File: config.mk
export PLATFORM = sky130hd
export DESIGN_NAME = thermal_power_limit_monitor
export DESIGN_NICKNAME = d
export VERILOG_FILES = /design/src/inc/thermal_pkg.sv /design/src/hw/temp_sample_ram.sv /design/src/hw/power_governor.sv /design/src/hw/thermal_power_limit_monitor.sv
export SDC_FILE = /design/constraint.sdc
export NUM_CORES = 2
export LEC_CHECK = 0
export BUFFER_PORTS_ARGS = -buffer_cell sky130_fd_sc_hd__buf_2
export CAP_MARGIN = 15
export CORE_MARGIN = 5
export CORE_UTILIZATION = 50
export CTS_CLUSTER_SIZE = 24
export DETAILED_ROUTE_END_ITERATION = 10
export PLACE_DENSITY = 0.77
export SLEW_MARGIN = 20
export SYNTH_ARGS = -nofsm -noshare
export SYNTH_HDL_FRONTEND = slang
export SYNTH_SLANG_ARGS = --single-unit
File: constraint.sdc
create_clock -name ref_clk -period 11.3 [get_ports ref_clk]
set_input_delay 2.26 -clock ref_clk [delete_from_list [all_inputs] [get_ports ref_clk]]
set_output_delay 2.26 -clock ref_clk [all_outputs]
set_load 0.005 [all_outputs]
File: src/inc/thermal_pkg.sv
package thermal_pkg;
	localparam int NUM_CORES = 4;
	localparam int CORE_W = 2;
	localparam int TEMP_W = 7;
	localparam int PWR_W = 15;
	localparam int ADDR_W = 12;
	localparam int TIME_W = 7;

	localparam logic [ADDR_W-1:0] ADDR_THR_CTRL = 12'h19B;
	localparam logic [ADDR_W-1:0] ADDR_CORE_STATUS = 12'h19C;
	localparam logic [ADDR_W-1:0] ADDR_TEMP_REF = 12'h1A2;
	localparam logic [ADDR_W-1:0] ADDR_PKG_STATUS = 12'h1B1;
	localparam logic [ADDR_W-1:0] ADDR_PWR_CAP = 12'h610;
	localparam logic [ADDR_W-1:0] ADDR_PWR_RATING = 12'h614;

	localparam int ST_TCC = 0;
	localparam int ST_TCC_LOG = 1;
	localparam int ST_OOS = 4;
	localparam int ST_THR1 = 6;
	localparam int ST_THR1_LOG = 7;
	localparam int ST_THR2 = 8;
	localparam int ST_THR2_LOG = 9;
	localparam int ST_READ_LSB = 16;
	localparam int THR1_LSB = 8;
	localparam int THR1_EN = 15;
	localparam int THR2_LSB = 16;
	localparam int THR2_EN = 23;
	localparam int REF_LSB = 16;
	localparam int CAP_PL1_LSB = 0;
	localparam int CAP_CLAMP = 16;
	localparam int CAP_TIME_LSB = 17;
	localparam int CAP_PL2_LSB = 32;

	localparam logic [7:0] TJMAX_C = 8'h64;
	localparam logic [PWR_W-1:0] TDP_UNITS = 15'h0258;
	localparam logic [PWR_W-1:0] PL2_RESET = TDP_UNITS + (TDP_UNITS >> 2);
	localparam logic [TIME_W-1:0] TIME_RESET = 7'h01;
	localparam logic [TEMP_W-1:0] TCC_ACT_READING = 7'h00;
	localparam logic [TEMP_W-1:0] OOS_RISE_STEP = 7'h05;
	localparam logic [TEMP_W-1:0] THR_RESET = 7'h00;

	localparam int CLK_PERIOD_NS = 40;
	localparam int TICK_NS = 1000000;
	localparam int TICK_CYCLES = TICK_NS / CLK_PERIOD_NS;
	localparam int TICK_W = 16;
	localparam int AVG_WINDOW_MS = 256;
	localparam int AVG_ADDR_W = 8;
	localparam int AVG_SUM_W = 15;
	localparam int EXCURSION_MS = 10;
	localparam logic [3:0] EXCURSION_LIMIT = 4'(EXCURSION_MS - 1);
	localparam int MS_PER_SEC = 1000;
	localparam int WIN_MS_W = 17;
	localparam int EWMA_FRAC = 20;
	localparam int ACC_W = 40;

	typedef struct packed {
		logic rd;
		logic wr;
		logic [ADDR_W-1:0] addr;
		logic [CORE_W-1:0] core;
		logic [63:0] wdata;
	} msr_req_t;

	typedef enum logic [1:0] {
		AVG_IDLE = 2'b00,
		AVG_READ = 2'b01,
		AVG_SUM = 2'b11
	} avg_state_t;

	typedef struct packed {
		logic [PWR_W-1:0] pl1;
		logic clamp;
		logic [TIME_W-1:0] win;
		logic [PWR_W-1:0] pl2;
	} cap_cfg_t;

	typedef struct packed {
		logic [ACC_W-1:0] acc;
		logic [3:0] over_ms;
		logic long_limit;
		logic short_limit;
		logic below_ok;
	} gov_state_t;

	typedef struct packed {
		logic [NUM_CORES-1:0][TEMP_W-1:0] s1_temp;
		logic [NUM_CORES-1:0][TEMP_W-1:0] s2_temp;
		logic s1_trip;
		logic s2_trip;
		logic shutdown;
		logic [TICK_W-1:0] tick_cnt;
		logic tick;
		avg_state_t avg_st;
		logic [AVG_ADDR_W-1:0] wptr;
		logic filled;
		logic [TEMP_W-1:0] sample;
		logic [AVG_SUM_W-1:0] sum;
		logic [TEMP_W-1:0] sideband;
		logic [TEMP_W-1:0] prev_pkg;
		logic thermal_control_circuit;
		logic tcc_log;
		logic oos;
		logic [1:0] thr_state;
		logic [1:0] thr_log;
		logic [1:0] thr_en;
		logic [1:0][TEMP_W-1:0] thr_val;
		cap_cfg_t cap;
		logic throttle;
		logic below_base;
		logic irq;
		logic [63:0] rdata;
		logic ack;
	} mon_state_t;
endpackage

File: src/hw/temp_sample_ram.sv
`timescale 1ns/1ps
`default_nettype none
module temp_sample_ram
	import thermal_pkg::*;
(
	input wire logic ref_clk,
	input wire logic wr_en,
	input wire logic [AVG_ADDR_W-1:0] wr_addr,
	input wire logic [TEMP_W-1:0] wr_data,
	input wire logic [AVG_ADDR_W-1:0] rd_addr,
	output logic [TEMP_W-1:0] rd_data
);
	logic [TEMP_W-1:0] mem [AVG_WINDOW_MS];

	// No reset: contents are ignored until the ring has wrapped once
	always_ff @(posedge ref_clk) begin
		if (wr_en) begin
			mem[wr_addr] <= wr_data;
		end
		rd_data <= mem[rd_addr];
	end
endmodule
`default_nettype wire

File: src/hw/power_governor.sv
`timescale 1ns/1ps
`default_nettype none
module power_governor
	import thermal_pkg::*;
(
	input wire logic ref_clk,
	input wire logic rst,
	input wire logic tick,
	input wire logic [PWR_W-1:0] power,
	input wire logic turbo_en,
	input wire cap_cfg_t cap,
	output logic long_limit,
	output logic short_limit,
	output logic below_ok
);
	gov_state_t r, next_r;
	logic [WIN_MS_W-1:0] win_ms;
	logic [4:0] shift;
	logic signed [ACC_W:0] diff;
	logic [PWR_W-1:0] avg;
	logic [PWR_W-1:0] long_cap;

	always_comb begin
		next_r = r;
		win_ms = WIN_MS_W'(cap.win * MS_PER_SEC);
		shift = 5'h00;
		// Time constant in ms rounded up to a power of two
		for (int i = 0; i < WIN_MS_W; i++) begin
			if (win_ms[i]) begin
				shift = 5'(i + 1);
			end
		end
		diff = $signed({1'b0, ACC_W'({power, EWMA_FRAC'(0)})}) - $signed({1'b0, r.acc});
		avg = r.acc[EWMA_FRAC +: PWR_W];
		long_cap = turbo_en ? cap.pl1 : TDP_UNITS;
		if (tick) begin
			next_r.acc = ACC_W'($signed({1'b0, r.acc}) + (diff >>> shift));
			if (power > cap.pl2) begin
				if (r.over_ms != EXCURSION_LIMIT) begin
					next_r.over_ms = r.over_ms + 4'h1;
				end
			end else begin
				next_r.over_ms = 4'h0;
			end
		end
		next_r.long_limit = avg > long_cap;
		next_r.short_limit = (power > cap.pl2) && (r.over_ms == EXCURSION_LIMIT);
		next_r.below_ok = turbo_en && cap.clamp && (cap.pl1 < TDP_UNITS);
	end

	always_ff @(posedge ref_clk) begin
		if (rst) begin
			r <= '0;
		end else begin
			r <= next_r;
		end
	end

	assign long_limit = r.long_limit;
	assign short_limit = r.short_limit;
	assign below_ok = r.below_ok;
endmodule
`default_nettype wire

File: src/hw/thermal_power_limit_monitor.sv
`timescale 1ns/1ps
`default_nettype none
module thermal_power_limit_monitor
	import thermal_pkg::*;
#(
	parameter int TICK_LEN = TICK_CYCLES
) (
	input wire logic ref_clk,
	input wire logic rst,
	input wire logic [NUM_CORES-1:0][TEMP_W-1:0] sensor_reading,
	input wire logic overheat_trip,
	input wire logic [PWR_W-1:0] package_power,
	input wire logic turbo_en,
	input wire msr_req_t msr_req,
	output logic [63:0] msr_rdata,
	output logic msr_ack,
	output logic threshold_irq,
	output logic throttle_cores,
	output logic throttle_gfx,
	output logic allow_below_base,
	output logic shutdown,
	output logic [TEMP_W-1:0] sideband_temp
);
	mon_state_t r, next_r;
	logic [TEMP_W-1:0] pkg_min;
	logic [TEMP_W-1:0] ram_rdata;
	logic ram_wr;
	logic gov_long;
	logic gov_short;
	logic gov_below;
	logic [1:0] thr_now;
	logic tcc_now;
	logic oos_now;
	logic [63:0] rd_word;
	logic [63:0] wd;

	temp_sample_ram temp_sample_ram_i (
		.ref_clk(ref_clk),
		.wr_en(ram_wr),
		.wr_addr(r.wptr),
		.wr_data(r.sample),
		.rd_addr(r.wptr),
		.rd_data(ram_rdata)
	);

	power_governor power_governor_i (
		.ref_clk(ref_clk),
		.rst(rst),
		.tick(r.tick),
		.power(package_power),
		.turbo_en(turbo_en),
		.cap(r.cap),
		.long_limit(gov_long),
		.short_limit(gov_short),
		.below_ok(gov_below)
	);

	// Status word shared by core and package views
	function automatic logic [63:0] status_word(input logic [TEMP_W-1:0] reading,
			input mon_state_t s);
		logic [63:0] w;
		w = '0;
		w[ST_TCC] = s.thermal_control_circuit;
		w[ST_TCC_LOG] = s.tcc_log;
		w[ST_OOS] = s.oos;
		w[ST_THR1] = s.thr_state[0];
		w[ST_THR1_LOG] = s.thr_log[0];
		w[ST_THR2] = s.thr_state[1];
		w[ST_THR2_LOG] = s.thr_log[1];
		w[ST_READ_LSB +: TEMP_W] = reading;
		return w;
	endfunction

	assign ram_wr = (r.avg_st == AVG_SUM);

	always_comb begin
		next_r = r;
		wd = msr_req.wdata;
		rd_word = '0;

		// Sensor readings and the overheat trip pass two flops first; package_power and turbo_en do not
		next_r.s1_temp = sensor_reading;
		next_r.s2_temp = r.s1_temp;
		next_r.s1_trip = overheat_trip;
		next_r.s2_trip = r.s1_trip;

		// Smallest offset is the hottest sensor
		pkg_min = r.s2_temp[0];
		for (int i = 1; i < NUM_CORES; i++) begin
			if (r.s2_temp[i] < pkg_min) begin
				pkg_min = r.s2_temp[i];
			end
		end

		// Comparator level is fixed in silicon; no register touches it
		if (r.s2_trip) begin
			next_r.shutdown = 1'b1;
		end

		next_r.tick = 1'b0;
		if (r.tick_cnt == TICK_W'(TICK_LEN - 1)) begin
			next_r.tick_cnt = '0;
			next_r.tick = 1'b1;
		end else begin
			next_r.tick_cnt = r.tick_cnt + 1'b1;
		end

		// Sliding window: add newest, drop the sample 256 ticks old
		unique case (r.avg_st)
			AVG_IDLE: begin
				if (r.tick) begin
					next_r.sample = pkg_min;
					next_r.avg_st = AVG_READ;
				end
			end
			AVG_READ: begin
				next_r.avg_st = AVG_SUM;
			end
			AVG_SUM: begin
				next_r.sum = r.sum + AVG_SUM_W'(r.sample)
					- (r.filled ? AVG_SUM_W'(ram_rdata) : AVG_SUM_W'(0));
				next_r.sideband = next_r.sum[AVG_SUM_W-1 -: TEMP_W];
				next_r.wptr = r.wptr + 1'b1;
				if (r.wptr == '1) begin
					next_r.filled = 1'b1;
				end
				next_r.avg_st = AVG_IDLE;
			end
			default: begin
				next_r.avg_st = AVG_IDLE;
			end
		endcase

		tcc_now = (pkg_min <= TCC_ACT_READING);
		oos_now = 1'b0;
		if (r.tick) begin
			next_r.prev_pkg = pkg_min;
			// Drop of more than the step in one ms counts as out of spec
			oos_now = (r.prev_pkg > pkg_min) && ((r.prev_pkg - pkg_min) > OOS_RISE_STEP);
		end
		next_r.thermal_control_circuit = tcc_now;
		for (int t = 0; t < 2; t++) begin
			thr_now[t] = (pkg_min <= r.thr_val[t]);
		end
		next_r.thr_state = thr_now;

		// Reads: reserved bits and unmapped offsets return zero
		unique case (msr_req.addr)
			ADDR_CORE_STATUS: rd_word = status_word(r.s2_temp[msr_req.core], r);
			ADDR_PKG_STATUS: rd_word = status_word(pkg_min, r);
			ADDR_TEMP_REF: rd_word[REF_LSB +: 8] = TJMAX_C;
			ADDR_PWR_RATING: rd_word[PWR_W-1:0] = TDP_UNITS;
			ADDR_THR_CTRL: begin
				rd_word[THR1_LSB +: TEMP_W] = r.thr_val[0];
				rd_word[THR1_EN] = r.thr_en[0];
				rd_word[THR2_LSB +: TEMP_W] = r.thr_val[1];
				rd_word[THR2_EN] = r.thr_en[1];
			end
			ADDR_PWR_CAP: begin
				rd_word[CAP_PL1_LSB +: PWR_W] = r.cap.pl1;
				rd_word[CAP_CLAMP] = r.cap.clamp;
				rd_word[CAP_TIME_LSB +: TIME_W] = r.cap.win;
				rd_word[CAP_PL2_LSB +: PWR_W] = r.cap.pl2;
			end
			default: rd_word = '0;
		endcase
		next_r.ack = msr_req.rd || msr_req.wr;
		if (msr_req.rd) begin
			next_r.rdata = rd_word;
		end

		// Writes of zero clear log bits; writes to read-only offsets drop
		if (msr_req.wr) begin
			unique case (msr_req.addr)
				ADDR_CORE_STATUS, ADDR_PKG_STATUS: begin
					if (!wd[ST_TCC_LOG]) next_r.tcc_log = 1'b0;
					if (!wd[ST_OOS]) next_r.oos = 1'b0;
					if (!wd[ST_THR1_LOG]) next_r.thr_log[0] = 1'b0;
					if (!wd[ST_THR2_LOG]) next_r.thr_log[1] = 1'b0;
				end
				ADDR_THR_CTRL: begin
					next_r.thr_val[0] = wd[THR1_LSB +: TEMP_W];
					next_r.thr_en[0] = wd[THR1_EN];
					next_r.thr_val[1] = wd[THR2_LSB +: TEMP_W];
					next_r.thr_en[1] = wd[THR2_EN];
				end
				ADDR_PWR_CAP: begin
					next_r.cap.pl1 = wd[CAP_PL1_LSB +: PWR_W];
					next_r.cap.clamp = wd[CAP_CLAMP];
					next_r.cap.win = wd[CAP_TIME_LSB +: TIME_W];
					next_r.cap.pl2 = wd[CAP_PL2_LSB +: PWR_W];
				end
				default: begin
				end
			endcase
		end

		// Hardware sets after the clear so a coincident event survives
		if (tcc_now) begin
			next_r.tcc_log = 1'b1;
		end
		if (oos_now) begin
			next_r.oos = 1'b1;
		end
		next_r.irq = 1'b0;
		for (int t = 0; t < 2; t++) begin
			if (thr_now[t] != r.thr_state[t]) begin
				next_r.thr_log[t] = 1'b1;
				if (r.thr_en[t]) begin
					next_r.irq = 1'b1;
				end
			end
		end

		next_r.throttle = r.thermal_control_circuit || gov_long || gov_short;
		next_r.below_base = gov_below;
	end

	always_ff @(posedge ref_clk) begin
		if (rst) begin
			r <= '0;
			// Syncs start at the coolest reading; zero would fake thermal control activation on release
			r.s1_temp <= '1;
			r.s2_temp <= '1;
			r.avg_st <= AVG_IDLE;
			r.thr_val <= {THR_RESET, THR_RESET};
			r.cap.pl1 <= TDP_UNITS;
			r.cap.win <= TIME_RESET;
			r.cap.pl2 <= PL2_RESET;
		end else begin
			r <= next_r;
		end
	end

	assign msr_rdata = r.rdata;
	assign msr_ack = r.ack;
	assign threshold_irq = r.irq;
	assign throttle_cores = r.throttle;
	assign throttle_gfx = r.throttle;
	assign allow_below_base = r.below_base;
	assign shutdown = r.shutdown;
	assign sideband_temp = r.sideband;
endmodule
`default_nettype wire

==> metrics.md <==
| Metric | Value |
|---|---|
| Status | `finished, final reports clean` |
| Final worst path period share | `92.9%` |
| First-pass GRT wire length | `337,000 um` |
| Final Skew | `102 ps` |
| Clock root cell | `clkbuf_16` |
| Clk Latency, worst-skew pair | `900 ps` |
| Largest family of logic cells by synthesized area | `multiplexers` |
| Slowest-stage cell, CP | `a22oi_1` |
| Io pins | `204` |
| # setup viols final | `0` |
| Filler instances | `13,100` |
| Yosys warns | `0` |
| Largest net degree at the start of global routing | `259` |
| Tot Pwr | `15.2 mW` |
| Longest Clk Path Bufs | `3` |
| Clk pin slew, worst setup/hold paths | `60 ps` |
| Starting density of the core | `50.3%` |
| Wirelength per Cell | `28.1 um` |
| Worst Reg-to-Reg Cells | `34` |
| Most frequent cells in the layout | `edfxtp_1 (1,792), mux4_2 (576), nor2_1 (454), nand2_1 (288), dfxtp_1 (262)` |
| Fmax | `0.0952 GHz` |
| Core Region | `178,000 um2` |
| Fin crit period | `10,500 ps` |
| Post-synthesis compound-gate area fraction | `4.85%` |
| RSZ-0062 raised after global routing | `no` |
| DR vias | `51,700` |
| H-tree depth | `4` |
| Nets | `5,908` |
| Max stage delay on crit path | `660 ps` |
| Hold Crit Class | `reg -> reg` |
| Post-CTS Repair Setup Buffers | `0` |
| Setup_tns | `0 ps` |
| Seq cells post-synth | `2,066` |
| First drt pass iteration count | `9` |
| Initial DRC Count | `6,722` |
| Final Instance Count excl. Fillers | `8,096` |
| Total routed wirelength | `228,000 um` |
| Simple-gate share of the synthesized area | `6.39%` |
| # rows | `155` |
| Crit-path max FO | `34` |
| Dpl cells | `7,730` |
| Final hold vios | `0` |
| PostCTS Resize Cnt | `0` |
| Setup crit end kind | `flop` |
| Leak pwr | `32.4 nW` |
| PwrDens | `154 nW/um2` |
| Synth async-reset ratio | `0%` |
| Remaining global-route overflow | `0` |
| Max rail drop VDD | `0.140 mV` |
| GRT Total Usage | `24.0%` |
| Unique cell type count in the Yosys netlist | `99` |
| Worst endpoint required time | `11,980 ps` |
| Worst slew pin tran | `1160 ps` |
| Drt via density | `6.38` |
| Synth Area in Adders | `3.12%` |
| Share of cells above drive strength 1 | `21.4%` |
| Reg area | `59,300 um2` |
| Final Util | `55.5%` |
| GPL Wtd Cong | `0.925` |
| Commonest non-fill, non-tap cell in the layout | `edfxtp_1` |
| Cells after Synth | `5,503` |
| CTS Sinks | `2,066` |
| Die area | `188,000 um2` |
| Crit path kind | `reg -> reg` |
| Post-cts hold buffer count | `0` |
| CTS tree | `yes` |
| Vias in the first global route | `51,300` |
| Area after DPL | `92,400 um2` |
| Post-synthesis cell area | `89,600 um2` |
| Avg Synthesized Cell Area | `16.3 um2` |
| Main synth FF type | `edfxtp_1` |
| Max_cap viols | `0` |
| Dpl hpwl | `134,000 um` |
| Detailed-route DRC error count | `0` |
| Initial antenna violation count | `6` |
| CTS Buf Count | `198` |
| EDFF count, synth | `1,792` |
| Area of the multi-input gates | `28,000 um2` |
| Post-synthesis sequential area ratio | `66.2%` |
| XOR/XNOR Fraction of Synth Area | `1.04%` |
| Antenna Nets Post-Route | `0` |
| I/O Buffers | `153` |
| Area growth syn-to-layout | `10.5%` |
| Die outline height | `433 um` |
| Max Slew Vio Count | `0` |
| Hold Path Cell Cnt | `1` |
| CP Launch Type | `flop` |
| Post-synthesis mux area share | `15.7%` |
| Critical path arrival | `11,180 ps` |
| Die X | `433 um` |
| Final non-filler cell area | `98,900 um2` |
| Max transition margin | `22.7%` |
area by class of cell:
type / count / share of cell area (%)
diodes: 4 / 0.0101
well taps: 2355 / 2.98
clock inverters: 100 / 1.19
flip-flops and latches: 2066 / 60.0
repair buffers: 235 / 1.62
clock buffers: 259 / 5.30
inverters: 172 / 0.653
multi-input cells: 2905 / 28.3
critical path: cells and delay by family, from the launching register on:
kind	cells	cell delay, ps
AOI/OAI and AO/OA	18	5150
adders and majority gates	7	2960
and+or+nand+nor	3	810
DFF	1	560
buffers and inverters	4	440
muxes	1	280
xor gates and xnor gates	1	140
state kept, by name (all words and copies together), names as in the netlist, 7 cells and up:
name	cells
msr_rdata	39
temp_sample_ram_i.mem	1792
power_governor_i.avg	15
power_governor_i.r	29
next_r	29
r	147
temp_sample_ram_i.rd_data	7
synth_stat cells, types with 34 or more instances:
cell / instances / share of area [%]
nand3_1: 95 / 0.53
inv_1: 171 / 0.72
nor3_1: 52 / 0.29
nor2b_1: 65 / 0.45
buf_2: 43 / 0.24
xnor2_1: 60 / 0.59
buf_1: 58 / 0.24
and3_1: 38 / 0.27
edfxtp_1: 1792 / 60
a211oi_1: 34 / 0.28
or2_2: 66 / 0.46
a21o_1: 43 / 0.36
clkbuf_1: 205 / 0.86
mux4_2: 576 / 14
mux2i_1: 71 / 0.79
nand2_1: 289 / 1.2
xor2_1: 46 / 0.45
a21oi_1: 221 / 1.2
o21ai_0: 96 / 0.54
ha_1: 176 / 2.5
buf_4: 77 / 0.65
nor2_1: 454 / 1.9
dfxtp_1: 274 / 6.1
power by group:
part / internal [mW] / total, mW / leakage (nW) / switching [mW]
registers: 8.18 / 8.19 / 18.8 / 0.0106
clock network: 3.59 / 6.55 / 3.08 / 2.96
logic: 0.191 / 0.484 / 10.4 / 0.293
stage by stage:
stage	hold slack, ps	setup slack (ps)
after global placement	395	1150
after floorplan	389	2840
after global routing	425	226
after CTS	411	994
after detailed placement	393	1030
final	409	800
logic make-up (layout without fill, tap and decap cells):
family | Yosys count | count (layout)
flip-flops | 2066 | 2066
AND/OR/NAND/NOR | 1224 | 1224
multiplexers | 677 | 677
AO/OA/AOI/OAI | 665 | 665
buffers and inverters | 556 | 766
adder cells (fa/ha/maj) | 208 | 208
XOR/XNOR | 106 | 106
other | 1 | 29
metal layers:
layer	vias to the layer above	routed length, um	GRT usage [%]
met5	-	29	0
met4	4	9730	8.92
met3	527	22600	5.11
met2	3207	112000	40.0
met1	26400	82900	31.3
li1	21600	-	-
final timing paths:
path | from | to | slack [ps]
worst min register to register | next_r[220] | r[220] | 410
worst max register to register | r[85] | power_governor_i.r[43] | 800
worst min-delay path | next_r[220] | r[220] | 410
worst max-delay path | r[85] | power_governor_i.r[43] | 800
Power figures use the tool's default switching activity.
